--- config.mk ---
export PLATFORM = sky130hd
export DESIGN_NAME = motion_state_qualifier_config
export DESIGN_NICKNAME = d
export VERILOG_FILES = /design/src/verilog/motion_qual_pkg.sv /design/src/verilog/settle_if.sv /design/src/verilog/settle_qualifier.sv /design/src/verilog/motion_state_qualifier_config.sv
export SDC_FILE = /design/constraint.sdc
export NUM_CORES = 1
export LEC_CHECK = 0
export ABC_AREA = 1
export BUFFER_PORTS_ARGS = -buffer_cell sky130_fd_sc_hd__buf_2
export CAP_MARGIN = 20
export CORE_UTILIZATION = 50
export CTS_BUF_LIST = sky130_fd_sc_hd__clkbuf_8
export DETAILED_ROUTE_END_ITERATION = 6
export PLACE_DENSITY = 0.65
export SYNTH_ARGS = -nofsm -noshare
export SYNTH_HDL_FRONTEND = slang
export SYNTH_SLANG_ARGS = --single-unit
--- constraint.sdc ---
create_clock -name mclk -period 3.9 [get_ports mclk]
set_clock_uncertainty 0.2 [all_clocks]
set_input_delay 0.39 -clock mclk [delete_from_list [all_inputs] [get_ports mclk]]
set_output_delay 0.39 -clock mclk [all_outputs]
set_load 0.05 [all_outputs]
--- src/verilog/motion_qual_pkg.sv ---
// Constants shared by the motion state qualifier and its settle counters.
// Assumes a 200 MHz system clock and acceleration codes at 64 counts per g.
package motion_qual_pkg;
  // Register offsets on the two-wire bus
  localparam logic [7:0] ORIENT_SETTLE_OFS = 8'h28;
  localparam logic [7:0] WAKE_SETTLE_OFS = 8'h29;
  localparam logic [7:0] SLEEP_SETTLE_OFS = 8'h2A;
  localparam logic [7:0] WAKE_LIMIT_OFS = 8'h5A;
  localparam logic [7:0] SLEEP_LIMIT_OFS = 8'h5B;
  localparam logic [7:0] FLAT_INCLINE_OFS = 8'h5C;
  localparam logic [7:0] DEADBAND_OFS = 8'h5F;
  // Values after reset
  localparam logic [7:0] ORIENT_SETTLE_RST = 8'h00;
  localparam logic [7:0] WAKE_SETTLE_RST = 8'h00;
  localparam logic [7:0] SLEEP_SETTLE_RST = 8'h00;
  localparam logic [7:0] WAKE_LIMIT_RST = 8'h20;
  localparam logic [7:0] SLEEP_LIMIT_RST = 8'h60;
  localparam logic [7:0] FLAT_INCLINE_RST = 8'h1C;
  localparam logic [1:0] FACTORY_TRIM_RST = 2'h0;
  localparam logic [3:0] DEADBAND_CODE_RST = 4'h8;
  // Deadband register field positions
  localparam int FACTORY_TRIM_LSB = 6;
  localparam int DEADBAND_CODE_LSB = 0;
  // Bus target address; value is arbitrary
  localparam logic [6:0] BUS_ADDR = 7'h0F;
  // Sample period derived from the system clock
  localparam int MCLK_HZ = 200_000_000;
  localparam int SAMPLE_RATE_HZ = 40;
  localparam int SAMPLE_CYCLES = MCLK_HZ / SAMPLE_RATE_HZ;
  // Settle count scaling as a shift: one period or sixteen periods per count
  localparam int ORIENT_SCALE_SHIFT = 0;
  localparam int WAKE_SCALE_SHIFT = 0;
  localparam int SLEEP_SCALE_SHIFT = 4;
  // Rotation enter and leave limits per deadband code, code 0 in the low byte
  localparam logic [127:0] ROT_ENTER_TABLE = {8'h3D, 8'h3D, 8'h3C, 8'h3B, 8'h3A, 8'h39,
    8'h38, 8'h37, 8'h36, 8'h35, 8'h34, 8'h33, 8'h31, 8'h30, 8'h2F, 8'h2D};
  localparam logic [127:0] ROT_LEAVE_TABLE = {8'h13, 8'h15, 8'h17, 8'h18, 8'h1A, 8'h1C,
    8'h1E, 8'h20, 8'h22, 8'h24, 8'h25, 8'h27, 8'h29, 8'h2A, 8'h2C, 8'h2D};

  typedef enum logic [2:0] {
    FACE_UP = 3'h0, ROT_0 = 3'h1, ROT_90 = 3'h3, ROT_180 = 3'h2, ROT_270 = 3'h6,
    FACE_DOWN = 3'h7
  } orient_e;

  typedef enum logic [3:0] {
    BUS_IDLE = 4'h0, BUS_ADDR_IN = 4'h1, BUS_ADDR_ACK = 4'h3, BUS_PTR_IN = 4'h2,
    BUS_PTR_ACK = 4'h6, BUS_WR_IN = 4'h7, BUS_WR_ACK = 4'h5, BUS_RD_OUT = 4'h4,
    BUS_RD_ACK = 4'hC
  } bus_state_e;
endpackage

--- src/verilog/settle_if.sv ---
// Carrier between the qualifier top and one settle counter.
// Assumes the owner drives tick, pending and limit on the system clock.
`timescale 1ns/1ps
interface settle_if;
  logic tick;
  logic pending;
  logic [7:0] limit;
  logic accept;
  modport owner (output tick, output pending, output limit, input accept);
  modport qual (input tick, input pending, input limit, output accept);
endinterface // settle_if

--- src/verilog/settle_qualifier.sv ---
// One settle counter: accepts a pending state after it persists long enough.
// Assumes pending is stable between sample ticks and tick is a one-cycle pulse.
`timescale 1ns/1ps
module settle_qualifier
  import motion_qual_pkg::*;
#(
  parameter int SCALE_SHIFT = 0
) (
  input wire logic mclk,
  input wire logic resetn,
  settle_if.qual s
);
  logic [11:0] count_r;
  logic accept_r;
  logic [11:0] target;

  // Limit scaled to sample periods, sixteen per count for the slow counter
  assign target = 12'(s.limit) << SCALE_SHIFT;
  assign s.accept = accept_r;

  // Count ticks while pending; a reverted candidate starts over from zero
  always_ff @(posedge mclk or negedge resetn) begin
    if (!resetn) begin
      count_r <= 12'h000;
      accept_r <= 1'b0;
    end else begin
      accept_r <= 1'b0;
      if (!s.pending) begin
        count_r <= 12'h000;
      end else if (s.tick) begin
        if (count_r >= target) begin
          accept_r <= 1'b1;
          count_r <= 12'h000;
        end else begin
          count_r <= count_r + 12'h001;
        end
      end
    end
  end
endmodule // settle_qualifier

--- src/verilog/motion_state_qualifier_config.sv ---
// Orientation and activity qualifier with its settings registers on the two-wire bus.
// Assumes acceleration codes come from front-end logic on mclk; bus pins are asynchronous.
`timescale 1ns/1ps
module motion_state_qualifier_config
  import motion_qual_pkg::*;
#(
  parameter int SAMPLE_CYCLES_P = SAMPLE_CYCLES
) (
  input wire logic mclk,
  input wire logic resetn,
  input wire logic scl,
  input wire logic sdaIn,
  output logic sdaOut,
  output logic sdaOe,
  input wire logic signed [8:0] accelX,
  input wire logic signed [8:0] accelY,
  input wire logic signed [8:0] accelZ,
  output orient_e orientation,
  output logic orientChange,
  output logic active,
  output logic wakeEvent,
  output logic sleepEvent
);
  // Settings registers
  logic [7:0] orientSettle_r, wakeSettle_r, sleepSettle_r;
  logic [7:0] wakeLimit_r, sleepLimit_r, flatIncline_r;
  logic [1:0] factoryTrim_r;
  logic [3:0] deadbandCode_r;
  // Bus pin sampling and decoding
  logic [2:0] sclS_r, sdaS_r;
  logic sclF_r, sdaF_r, sclP_r, sdaP_r;
  logic sclRise, sclFall, startCond, stopCond;
  bus_state_e busState_r;
  logic [3:0] bitCnt_r;
  logic [7:0] shift_r, txData_r, regPtr_r;
  logic readMode_r, masterNak_r, sdaOe_r, sdaOut_r;
  logic wrEn;
  logic [7:0] rdData;
  // Sample timing and motion state
  logic [22:0] divCnt_r;
  logic tick_r;
  orient_e orient_r, candHeld_r, candPrev_r, cand;
  logic active_r, overHeld_r, underHeld_r;
  logic orientChange_r, wakeEvent_r, sleepEvent_r;
  logic signed [8:0] prevX_r, prevY_r, prevZ_r;
  logic [8:0] magX, magY;
  logic [9:0] dX, dY, dZ;
  logic [7:0] enterLim, leaveLim;
  logic flat, anyOver, allUnder;

  settle_if orientIf ();
  settle_if wakeIf ();
  settle_if sleepIf ();

  function automatic logic [8:0] mag9(input logic signed [8:0] v);
    mag9 = v[8] ? 9'(-v) : 9'(v);
  endfunction

  function automatic logic [9:0] delta10(input logic signed [8:0] a, input logic signed [8:0] b);
    logic signed [9:0] d;
    d = 10'(a) - 10'(b);
    delta10 = d[9] ? 10'(-d) : 10'(d);
  endfunction

  // Three-stage pin sampling; a level counts once stages two and three agree
  always_ff @(posedge mclk or negedge resetn) begin
    if (!resetn) begin
      sclS_r <= 3'h7;
      sdaS_r <= 3'h7;
      sclF_r <= 1'b1;
      sdaF_r <= 1'b1;
      sclP_r <= 1'b1;
      sdaP_r <= 1'b1;
    end else begin
      sclS_r <= {sclS_r[1:0], scl};
      sdaS_r <= {sdaS_r[1:0], sdaIn};
      if (sclS_r[1] == sclS_r[2]) sclF_r <= sclS_r[2];
      if (sdaS_r[1] == sdaS_r[2]) sdaF_r <= sdaS_r[2];
      sclP_r <= sclF_r;
      sdaP_r <= sdaF_r;
    end
  end

  assign sclRise = sclF_r & ~sclP_r;
  assign sclFall = ~sclF_r & sclP_r;
  assign startCond = sclF_r & sclP_r & sdaP_r & ~sdaF_r;
  assign stopCond = sclF_r & sclP_r & ~sdaP_r & sdaF_r;
  assign wrEn = (busState_r == BUS_WR_IN) && sclFall && (bitCnt_r == 4'h8);

  // Read mux; unmapped offsets read as zero, deadband bits 5:4 always zero
  always_comb begin
    unique case (regPtr_r)
      ORIENT_SETTLE_OFS: rdData = orientSettle_r;
      WAKE_SETTLE_OFS: rdData = wakeSettle_r;
      SLEEP_SETTLE_OFS: rdData = sleepSettle_r;
      WAKE_LIMIT_OFS: rdData = wakeLimit_r;
      SLEEP_LIMIT_OFS: rdData = sleepLimit_r;
      FLAT_INCLINE_OFS: rdData = flatIncline_r;
      DEADBAND_OFS: rdData = {factoryTrim_r, 2'b00, deadbandCode_r};
      default: rdData = 8'h00;
    endcase
  end

  // Bus target: address match, pointer, auto-incrementing data phases
  always_ff @(posedge mclk or negedge resetn) begin
    if (!resetn) begin
      busState_r <= BUS_IDLE;
      bitCnt_r <= 4'h0;
      shift_r <= 8'h00;
      txData_r <= 8'h00;
      regPtr_r <= 8'h00;
      readMode_r <= 1'b0;
      masterNak_r <= 1'b0;
      sdaOe_r <= 1'b0;
    end else if (startCond) begin
      busState_r <= BUS_ADDR_IN;
      bitCnt_r <= 4'h0;
      sdaOe_r <= 1'b0;
    end else if (stopCond) begin
      busState_r <= BUS_IDLE;
      sdaOe_r <= 1'b0;
    end else if (sclRise) begin
      if (busState_r == BUS_ADDR_IN || busState_r == BUS_PTR_IN || busState_r == BUS_WR_IN) begin
        shift_r <= {shift_r[6:0], sdaF_r};
        bitCnt_r <= bitCnt_r + 4'h1;
      end
      if (busState_r == BUS_RD_ACK) masterNak_r <= sdaF_r;
    end else if (sclFall) begin
      unique case (busState_r)
        BUS_IDLE: sdaOe_r <= 1'b0;
        BUS_ADDR_IN: if (bitCnt_r == 4'h8) begin
          if (shift_r[7:1] == BUS_ADDR) begin
            busState_r <= BUS_ADDR_ACK;
            readMode_r <= shift_r[0];
            sdaOe_r <= 1'b1;
          end else begin
            busState_r <= BUS_IDLE; // Another target is addressed
          end
        end
        BUS_ADDR_ACK: begin
          bitCnt_r <= 4'h0;
          if (readMode_r) begin
            busState_r <= BUS_RD_OUT;
            txData_r <= {rdData[6:0], 1'b0};
            sdaOe_r <= ~rdData[7];
            regPtr_r <= regPtr_r + 8'h01;
          end else begin
            busState_r <= BUS_PTR_IN;
            sdaOe_r <= 1'b0;
          end
        end
        BUS_PTR_IN: if (bitCnt_r == 4'h8) begin
          regPtr_r <= shift_r;
          busState_r <= BUS_PTR_ACK;
          sdaOe_r <= 1'b1;
        end
        BUS_PTR_ACK, BUS_WR_ACK: begin
          busState_r <= BUS_WR_IN;
          bitCnt_r <= 4'h0;
          sdaOe_r <= 1'b0;
        end
        BUS_WR_IN: if (bitCnt_r == 4'h8) begin
          regPtr_r <= regPtr_r + 8'h01;
          busState_r <= BUS_WR_ACK;
          sdaOe_r <= 1'b1;
        end
        BUS_RD_OUT: begin
          if (bitCnt_r == 4'h7) begin
            busState_r <= BUS_RD_ACK;
            sdaOe_r <= 1'b0; // Release so the controller can answer
          end else begin
            bitCnt_r <= bitCnt_r + 4'h1;
            sdaOe_r <= ~txData_r[7];
            txData_r <= {txData_r[6:0], 1'b0};
          end
        end
        BUS_RD_ACK: begin
          if (masterNak_r) begin
            busState_r <= BUS_IDLE;
          end else begin
            busState_r <= BUS_RD_OUT;
            bitCnt_r <= 4'h0;
            txData_r <= {rdData[6:0], 1'b0};
            sdaOe_r <= ~rdData[7];
            regPtr_r <= regPtr_r + 8'h01;
          end
        end
      endcase
    end
  end

  // Open-drain pin: the driven level is always low
  always_ff @(posedge mclk or negedge resetn) begin
    if (!resetn) sdaOut_r <= 1'b0;
    else sdaOut_r <= 1'b0;
  end

  // Settings registers; trim bits are stored as written, the host preserves them
  always_ff @(posedge mclk or negedge resetn) begin
    if (!resetn) begin
      orientSettle_r <= ORIENT_SETTLE_RST;
      wakeSettle_r <= WAKE_SETTLE_RST;
      sleepSettle_r <= SLEEP_SETTLE_RST;
      wakeLimit_r <= WAKE_LIMIT_RST;
      sleepLimit_r <= SLEEP_LIMIT_RST;
      flatIncline_r <= FLAT_INCLINE_RST;
      factoryTrim_r <= FACTORY_TRIM_RST;
      deadbandCode_r <= DEADBAND_CODE_RST;
    end else if (wrEn) begin
      unique case (regPtr_r)
        ORIENT_SETTLE_OFS: orientSettle_r <= shift_r;
        WAKE_SETTLE_OFS: wakeSettle_r <= shift_r;
        SLEEP_SETTLE_OFS: sleepSettle_r <= shift_r;
        WAKE_LIMIT_OFS: wakeLimit_r <= shift_r;
        SLEEP_LIMIT_OFS: sleepLimit_r <= shift_r;
        FLAT_INCLINE_OFS: flatIncline_r <= shift_r; // Below ten degrees is not guarded
        DEADBAND_OFS: begin
          factoryTrim_r <= shift_r[FACTORY_TRIM_LSB +: 2];
          deadbandCode_r <= shift_r[DEADBAND_CODE_LSB +: 4];
        end
        default: ;
      endcase
    end
  end

  // Sample period divider; one-cycle tick per output sample
  always_ff @(posedge mclk or negedge resetn) begin
    if (!resetn) begin
      divCnt_r <= 23'h000000;
      tick_r <= 1'b0;
    end else if (divCnt_r == 23'(SAMPLE_CYCLES_P - 1)) begin
      divCnt_r <= 23'h000000;
      tick_r <= 1'b1;
    end else begin
      divCnt_r <= divCnt_r + 23'h000001;
      tick_r <= 1'b0;
    end
  end

  // Orientation candidate from incline and hysteresis windows
  assign magX = mag9(accelX);
  assign magY = mag9(accelY);
  assign enterLim = ROT_ENTER_TABLE[{deadbandCode_r, 3'b000} +: 8];
  assign leaveLim = ROT_LEAVE_TABLE[{deadbandCode_r, 3'b000} +: 8];
  assign flat = (magX < {1'b0, flatIncline_r}) && (magY < {1'b0, flatIncline_r});
  always_comb begin
    cand = orient_r; // Outside every window the current screen state holds
    if (flat) begin
      cand = accelZ[8] ? FACE_DOWN : FACE_UP;
    end else if (magY > {1'b0, enterLim} && magX < {1'b0, leaveLim}) begin
      cand = accelY[8] ? ROT_180 : ROT_0;
    end else if (magX > {1'b0, enterLim} && magY < {1'b0, leaveLim}) begin
      cand = accelX[8] ? ROT_270 : ROT_90;
    end
  end

  // Per-axis change against the previous sample
  assign dX = delta10(accelX, prevX_r);
  assign dY = delta10(accelY, prevY_r);
  assign dZ = delta10(accelZ, prevZ_r);
  assign anyOver = (dX > 10'(wakeLimit_r)) || (dY > 10'(wakeLimit_r))
    || (dZ > 10'(wakeLimit_r));
  assign allUnder = (dX < 10'(sleepLimit_r)) && (dY < 10'(sleepLimit_r))
    && (dZ < 10'(sleepLimit_r));

  // Candidates are captured once per sample so the counters see stable inputs
  always_ff @(posedge mclk or negedge resetn) begin
    if (!resetn) begin
      candHeld_r <= FACE_UP;
      candPrev_r <= FACE_UP;
      overHeld_r <= 1'b0;
      underHeld_r <= 1'b0;
      prevX_r <= 9'h000;
      prevY_r <= 9'h000;
      prevZ_r <= 9'h000;
    end else if (tick_r) begin
      candPrev_r <= candHeld_r;
      candHeld_r <= cand;
      overHeld_r <= anyOver;
      underHeld_r <= allUnder;
      prevX_r <= accelX;
      prevY_r <= accelY;
      prevZ_r <= accelZ;
    end
  end

  // Settle counters; a changed candidate counts as a revert
  assign orientIf.tick = tick_r;
  assign orientIf.pending = (candHeld_r != orient_r) && (candHeld_r == candPrev_r);
  assign orientIf.limit = orientSettle_r;
  assign wakeIf.tick = tick_r;
  assign wakeIf.pending = !active_r && overHeld_r;
  assign wakeIf.limit = wakeSettle_r;
  assign sleepIf.tick = tick_r;
  assign sleepIf.pending = active_r && underHeld_r;
  assign sleepIf.limit = sleepSettle_r;

  settle_qualifier #(.SCALE_SHIFT(ORIENT_SCALE_SHIFT)) orientQual (
    .mclk(mclk), .resetn(resetn), .s(orientIf.qual));
  settle_qualifier #(.SCALE_SHIFT(WAKE_SCALE_SHIFT)) wakeQual (
    .mclk(mclk), .resetn(resetn), .s(wakeIf.qual));
  settle_qualifier #(.SCALE_SHIFT(SLEEP_SCALE_SHIFT)) sleepQual (
    .mclk(mclk), .resetn(resetn), .s(sleepIf.qual));

  // Accepted states and their one-cycle change pulses
  always_ff @(posedge mclk or negedge resetn) begin
    if (!resetn) begin
      orient_r <= FACE_UP;
      active_r <= 1'b0;
      orientChange_r <= 1'b0;
      wakeEvent_r <= 1'b0;
      sleepEvent_r <= 1'b0;
    end else begin
      orientChange_r <= orientIf.accept;
      wakeEvent_r <= wakeIf.accept;
      sleepEvent_r <= sleepIf.accept;
      // The held candidate may already have moved at the accepting tick; the previous one is qualified
      if (orientIf.accept) orient_r <= candPrev_r;
      if (wakeIf.accept) active_r <= 1'b1;
      else if (sleepIf.accept) active_r <= 1'b0;
    end
  end

  assign sdaOut = sdaOut_r;
  assign sdaOe = sdaOe_r;
  assign orientation = orient_r;
  assign orientChange = orientChange_r;
  assign active = active_r;
  assign wakeEvent = wakeEvent_r;
  assign sleepEvent = sleepEvent_r;
endmodule // motion_state_qualifier_config

Yosys cells after proc, flatten, opt, wreduce, memory -nomap -nowiden
Index checks and enable logic that the tools add are counted.
- input bits: 31
- register bits: 204
- logic and storage cells: 248
- output and inout bits: 9
- reductions and logical operators: 42
- eq/ne operators: 43
- multiplexer cells: 74
- shifts and indexed selects: 2
- $add $sub $neg: 14
- $lt $le $gt $ge: 15
- bitwise logic cells: 16
- operators with widths (kind ; count):
    variable part select 128 x 8 -> 8 bit, first input constant ; 2
    two-way mux 12 bit ; 9
    two-way mux 4 bit ; 15
    two-way mux 8 bit ; 7
    one-hot mux 8 bit (7 select lines) ; 1
    adder 12 x 1 -> 12 bit, second input constant ; 3
    < comparator 9 x 8 -> 1 bit ; 4
    == test 8 x 7 -> 1 bit, second input constant ; 4
    one-hot mux 8 bit (4 select lines) ; 1
    > comparator 10 x 8 -> 1 bit ; 3
    < comparator 10 x 8 -> 1 bit ; 3
    two-way mux 10 bit ; 3
    negation 10 bit ; 3
    subtractor 9 x 9 -> 10 bit ; 3
    one-hot mux 4 bit (7 select lines) ; 1
    == test 8 x 6 -> 1 bit, second input constant ; 3
    greater-or-equal comparator 12 x 8 -> 1 bit ; 2
    inequality test 4 bit, second input constant ; 6
    one-hot mux 8 bit (3 select lines) ; 1
    adder 23 x 1 -> 23 bit, second input constant ; 1
    == test 23 bit, second input constant ; 1
    two-way mux 23 bit ; 1
    two-way mux 1 bit ; 22
    two-way mux 3 bit ; 7
    other kinds (41) ; 100

Logic depth before layout (Yosys ltp)
- depth in word-level cells: 9
- depth in mapped cells: 28
- depth with buffers taken out: 28

Cells and area by module
Synthesis repeated with hierarchy kept, for this count alone.
- cells, all modules: 1984
- area total of the unflattened synthesis: 14641.5 µm²
- by module, submodules not included (module ; sequential area each (µm²) ; cells each ; times used ; area each (µm²)):
    motion_state_qualifier_config ; 4125.2 ; 1628 ; 1 ; 11949.0
    settle_qualifier at orientQual ... ; 325.3 ; 117 ; 2 ; 874.6
    settle_qualifier at sleepQual ; 325.3 ; 122 ; 1 ; 943.4

Least setup slack after synthesis
OpenSTA, ideal clock, no wires.
- path kind: input to register
- start: in accelY[0]
- end: reg overHeld_r
- library setup time: 0.113 ns
- arrival time: 2.935 ns
- slack: 0.653 ns
- required time: 3.587 ns
- stages on the path: 27
- buffers on the path: 0
- cell sequence: inv_1 ha_1 inv_1 fa_1 inv_1 nand2_1 nor2_1 nand3_1 nor2_1 nand2_1 inv_1 o21ai_0 o21ai_0 inv_1 ha_1 nand2_1 nor2_1 o21ai_0 inv_1 nor2_1 o21ai_0 o21ai_0 nand3_1 nor2_1 nand3_1 nand2_1 inv_1
- word-level cells in the longest chain between the ends: 6
- ends and longest elaborated chain (element ; line ; text):
    start, declared ; motion_state_qualifier_config.sv:16 ; input wire logic signed [8:0] accelY,
    subtractor 9 x 9 -> 10 bit (*) ; motion_state_qualifier_config.sv:61 ; d = 10'(a) - 10'(b);
    negation 10 bit ; motion_state_qualifier_config.sv:62 ; delta10 = d[9] ? 10'(-d) : 10'(d);
    two-way mux 10 bit (*) ; motion_state_qualifier_config.sv:62 ;
    > comparator 10 x 8 -> 1 bit (*) ; motion_state_qualifier_config.sv:261 ; assign anyOver = (dX > 10'(wakeLimit_r)) || (dY > 10'(wakeLimit_r))
    logical OR 1 bit (*) ; motion_state_qualifier_config.sv:261 ;
    logical OR 1 bit (*) ; motion_state_qualifier_config.sv:262 ; || (dZ > 10'(wakeLimit_r));
    end signal, assigned ; motion_state_qualifier_config.sv:279 ; overHeld_r <= anyOver;
    end, declared ; motion_state_qualifier_config.sv:43 ; logic active_r, overHeld_r, underHeld_r;
Mark *: on every way between the ends. The rest lies on a longest branch, timed or not.
A chain may end at the register's enable or synchronous reset.

Worst setup path in the final report
- start: in accelZ[0]
- end: reg overHeld_r
- word-level cells in the longest chain between the ends: 5
- ends and longest elaborated chain (element ; line ; text):
    start, declared ; motion_state_qualifier_config.sv:17 ; input wire logic signed [8:0] accelZ,
    subtractor 9 x 9 -> 10 bit (*) ; motion_state_qualifier_config.sv:61 ;
    negation 10 bit ; motion_state_qualifier_config.sv:62 ;
    two-way mux 10 bit (*) ; motion_state_qualifier_config.sv:62 ;
    > comparator 10 x 8 -> 1 bit (*) ; motion_state_qualifier_config.sv:262 ;
    logical OR 1 bit (*) ; motion_state_qualifier_config.sv:262 ;
Marked as above.

==> impl_summary.log <==
[metrics] Seq pwr share: 0.428
[metrics] Yosys cell types: between 60 and 70
[metrics] min-delay worst type: input pin to register
[metrics] DRC errors left: 0
[metrics] Layout Utilization: 0.569
[metrics] nature of the critical path endpoint: register
[metrics] grt total ovfl: 0
[metrics] worst rel slew slack: 0.494
[metrics] cell area power density: ~300 nW/um^2
[metrics] post-route setup slack: 0.298 ns
[metrics] synthesized-area fraction occupied by ao, oa, aoi and oai cells: 0.128
[metrics] P_leak: about 8.0 nW
[metrics] number of maximum-capacitance constraint violations: 0
[metrics] Routed wire per std cell: about 15 um
[metrics] Final Max Tran Viols: 0
[metrics] sw frac: 0.273
[metrics] total placed cells including tap cells: around 2400
[metrics] yosys warns: 0
[metrics] post-route minimum period: approximately 3.6 ns
[metrics] root cell of the clock tree: sky130_fd_sc_hd__clkbuf_8
[metrics] number of vias per cell: roughly 5.3
[metrics] antenna-violating nets left: 0
[metrics] setup slack after placement: 0.185 ns
[metrics] power share of the combinational group: 0.130
[metrics] Initial DRT Pass Iterations: 5
[metrics] maximum buffer depth of the clock tree: 3
[metrics] setup repair after global routing missed its margin: no
[metrics] Total Routed Length: roughly 36000 um
[metrics] combined area of all synthesized cells: 14600 sq um
[metrics] number of placement rows: 62
[metrics] flip-flop cell with the highest count after synthesis: sky130_fd_sc_hd__dfrtp_1
[metrics] register area share after synthesis: 0.351
[metrics] mean instance size in the synthesized netlist: 7.49 sq um
[metrics] final net count: approximately 2200
[metrics] wire length of the first global-routing pass: around 60000 um
[metrics] synthesized net count: about 2100
[metrics] Total Die Area: 29800 sq um
[metrics] Core Footprint: about 29000 sq um
[metrics] share of the cycle needed by the critical path after routing: 0.923
[metrics] post-route non-filler standard cell count: ~2400
[metrics] result of the run: finished, final reports clean
[metrics] CTS HTree Levels: 2
[metrics] proportion of layout cells with a drive suffix above 1: 0.0819
[metrics] Int Pwr: between 3 and 4 mW
[metrics] Antenna diodes: 0
[metrics] clock latency of the later-clocked register in the worst-skew pair: 0.55 ns
[metrics] simple-gate area share of the yosys netlist: 0.251
[metrics] initial cell density of the core: 0.507
[metrics] clock sink count: a little over 200
[metrics] Final setup viols: 0
[metrics] CTS clk-pin slew, worst paths: ~0.06 ns
[metrics] fraction of registers with async set/reset: 1.00
[metrics] Post-Syn Instances: 1943
[metrics] Boundary Pins: 40
[metrics] violation count after the first detailed-route iteration: between 800 and 900
[metrics] register bit total from synthesis: approximately 200
[metrics] vias after detailed routing: 12969
[metrics] number of buffers inserted by port buffering: 38
[metrics] number of clock buffers inserted by TritonCTS: 40
[metrics] number of global-route vias before repair: 12613
[metrics] Critical Path Fanout Max: 3
[metrics] Total Neg Setup Slack: 0 ns
[metrics] Startpoint Class: input pin
[metrics] Synth-to-Final Area Change: 12.2%
[metrics] adder-cell area share of the yosys netlist: 0.141
[metrics] height of the chip: between 150 and 200 um
[metrics] data arrival time of the worst path: around 3.8 ns
[metrics] antenna violations before repair: 0
[metrics] fraction of power consumed by the clock network: 0.442
[metrics] final hold violation count: 0
[metrics] Setup Crit Path Kind: input pin to register
[metrics] share of synthesized area spent on multiplexers: 0.00146
[metrics] XOR/XNOR share of the synthesized area: 0.0379
[metrics] final estimated routing congestion in global placement: between 0.9 and 1
[metrics] EDFF count, synth: 0
[metrics] TritonCTS clock tree: yes
[metrics] Max IR drop VDD: between 0.2 and 0.25 mV
[metrics] combined global-route utilization of all metal layers: 0.248
[metrics] WP data required: roughly 4.1 ns
[metrics] Die X-Extent: between 150 and 200 um
[metrics] slew at the pin closest to its max-slew limit: ~0.75 ns
[metrics] achievable frequency: around 0.28 GHz
[metrics] Net Switching: 1.37 mW
[metrics] Post-DP HPWL: roughly 27000 um
[metrics] combinational family with the most area after synthesis: simple AND/OR/NAND/NOR gates
[metrics] maximum number of pins on one net before global-route repair: 74
## layout make-up
type,instances,area [sq um]
tap,384,480
clock buffer,50,688
multi-input combinational,1396,8160
timing repair buffer,74,547
clock inverter,20,149
fill,2760,12400
inverter,320,1200
sequential,203,5100
## worst paths after layout
kind | from | endpoint | slack, ns | cells past startpoint
worst min-delay path | accelX[2] | prevX_r[2] | 0.03 | 4
worst max-delay path | accelZ[0] | overHeld_r | 0.30 | 26
max in group asynchronous | resetn | candHeld_r[1] | 2.40 | 3
worst min register to register | sclS_r[0] | sclS_r[1] | 0.15 | 0
min in group asynchronous | resetn | flatIncline_r[1] | 0.22 | 2
worst max register to register | prevX_r[0] | overHeld_r | 0.40 | 19
## cells by family (layout without fill, tap and decap cells)
family / Yosys count / in the layout
other cells: 1 / 1
fa+ha+maj: 162 / 162
simple gates: 837 / 837
mux: 2 / 2
xor+xnor: 63 / 63
buf+inv: 344 / 464
flops: 203 / 203
compound gates: 331 / 331
## power by group through the flow
stage	Sequential (mW)	Combinational [mW]	Clock, mW
2_1_floorplan	2.19	0.416	0
3_3_place_gp	2.19	0.609	0
3_5_place_dp	2.19	0.627	0
4_1_cts	2.15	0.651	2.30
5_1_grt	2.16	0.753	2.39
6_report	2.16	0.655	2.22
## metrics by stage
stage          hold WS [ns]  cell area (sq um)  power (mW)
2_1_floorplan        -0.106              14600        2.61
3_5_place_dp          0.149              15200        2.82
6_report             0.0333              16300        5.03
4_1_cts             0.00280              16300        5.11
3_3_place_gp          0.145              15200        2.80
5_1_grt              0.0752              16300        5.30
## cell usage in the layout (no fill, tap or decap), drive strengths merged, types with 7 or more instances in the layout
master,count
a21oi,90
buf,47
clkbuf,51
dfrtp,186
dfstp,17
dlygate4sd3,26
ha,157
inv,332
nand2,439
nand3,116
nand3b,7
nand4,51
nor2,169
nor3,34
nor4,16
o21ai,159
o21bai,10
o22ai,33
xnor2,15
xor2,48
## metal layers
metal | global-route usage | vias to the layer above | wire, um
met5 | 0 | - | 0
met4 | 0.104 | 0 | 1230
met3 | 0.0281 | 77 | 1630
met2 | 0.415 | 262 | 16800
met1 | 0.325 | 6038 | 16700
li1 | - | 6592 | -
## worst max-delay path: stages
cell,delay (ns)
sky130_fd_sc_hd__dlygate4sd3_1,0.52
sky130_fd_sc_hd__buf_2,0.10
sky130_fd_sc_hd__inv_1,0.04
sky130_fd_sc_hd__ha_1,0.19
sky130_fd_sc_hd__inv_2,0.08
sky130_fd_sc_hd__fa_2,0.44
sky130_fd_sc_hd__inv_1,0.11
sky130_fd_sc_hd__ha_1,0.18
sky130_fd_sc_hd__inv_1,0.04
sky130_fd_sc_hd__nor2_1,0.11
sky130_fd_sc_hd__nand3_1,0.11
sky130_fd_sc_hd__nor2_1,0.16
sky130_fd_sc_hd__nand2_1,0.08
sky130_fd_sc_hd__nand2_1,0.08
sky130_fd_sc_hd__xor2_1,0.20
sky130_fd_sc_hd__ha_1,0.26
sky130_fd_sc_hd__nand2_1,0.08
sky130_fd_sc_hd__inv_1,0.04
sky130_fd_sc_hd__nand2_1,0.05
sky130_fd_sc_hd__nand2_1,0.04
sky130_fd_sc_hd__a21oi_1,0.14
sky130_fd_sc_hd__nand3_1,0.09
sky130_fd_sc_hd__nor2_1,0.11
sky130_fd_sc_hd__nand3_1,0.08
sky130_fd_sc_hd__nand2_1,0.06
sky130_fd_sc_hd__inv_1,0.04
## registers in the layout (all words and copies together), names as in the netlist, 3 cells and up
name                cells
txData_r                7
sdaS_r                  3
sleepIf.limit           8
candHeld_r              3
wakeQual.count_r       12
candPrev_r              3
orientIf.limit          8
prevY_r                 9
wakeLimit_r             8
busState_r              4
orientation             3
prevZ_r                 9
sleepLimit_r            8
flatIncline_r           8
deadbandCode_r          4
orientQual.count_r     12
prevX_r                 9
regPtr_r                8
bitCnt_r                4
shift_r                 8
divCnt_r               23
wakeIf.limit            8
sleepQual.count_r      12
sclS_r                  3
## Yosys cell counts, types with 12 or more instances
master                     number  area share
sky130_fd_sc_hd__o21ai_0      151       0.052
sky130_fd_sc_hd__nor3_1        32       0.011
sky130_fd_sc_hd__nor2_1       158       0.041
sky130_fd_sc_hd__nand4_1       51       0.022
sky130_fd_sc_hd__nor4_1        14      0.0060
sky130_fd_sc_hd__xor2_1        48       0.029
sky130_fd_sc_hd__dfstp_2       17       0.031
sky130_fd_sc_hd__clkbuf_1      12      0.0031
sky130_fd_sc_hd__a21oi_1       88       0.030
sky130_fd_sc_hd__inv_1        310       0.080
sky130_fd_sc_hd__dfrtp_1      186        0.32
sky130_fd_sc_hd__ha_1         157        0.14
sky130_fd_sc_hd__xnor2_1       15      0.0090
sky130_fd_sc_hd__nand3_1      112       0.039
sky130_fd_sc_hd__nand2_1      433        0.11
sky130_fd_sc_hd__o22ai_1       33       0.014
## timing repair
action / CTS / global route
setup endpoints to repair: 0 / 1
hold endpoints to repair: 83 / 0
gates resized for setup: 0 / 8
setup buffers: 0 / 1
hold buffers: 26 / 0
Power figures use the tool's default switching activity.
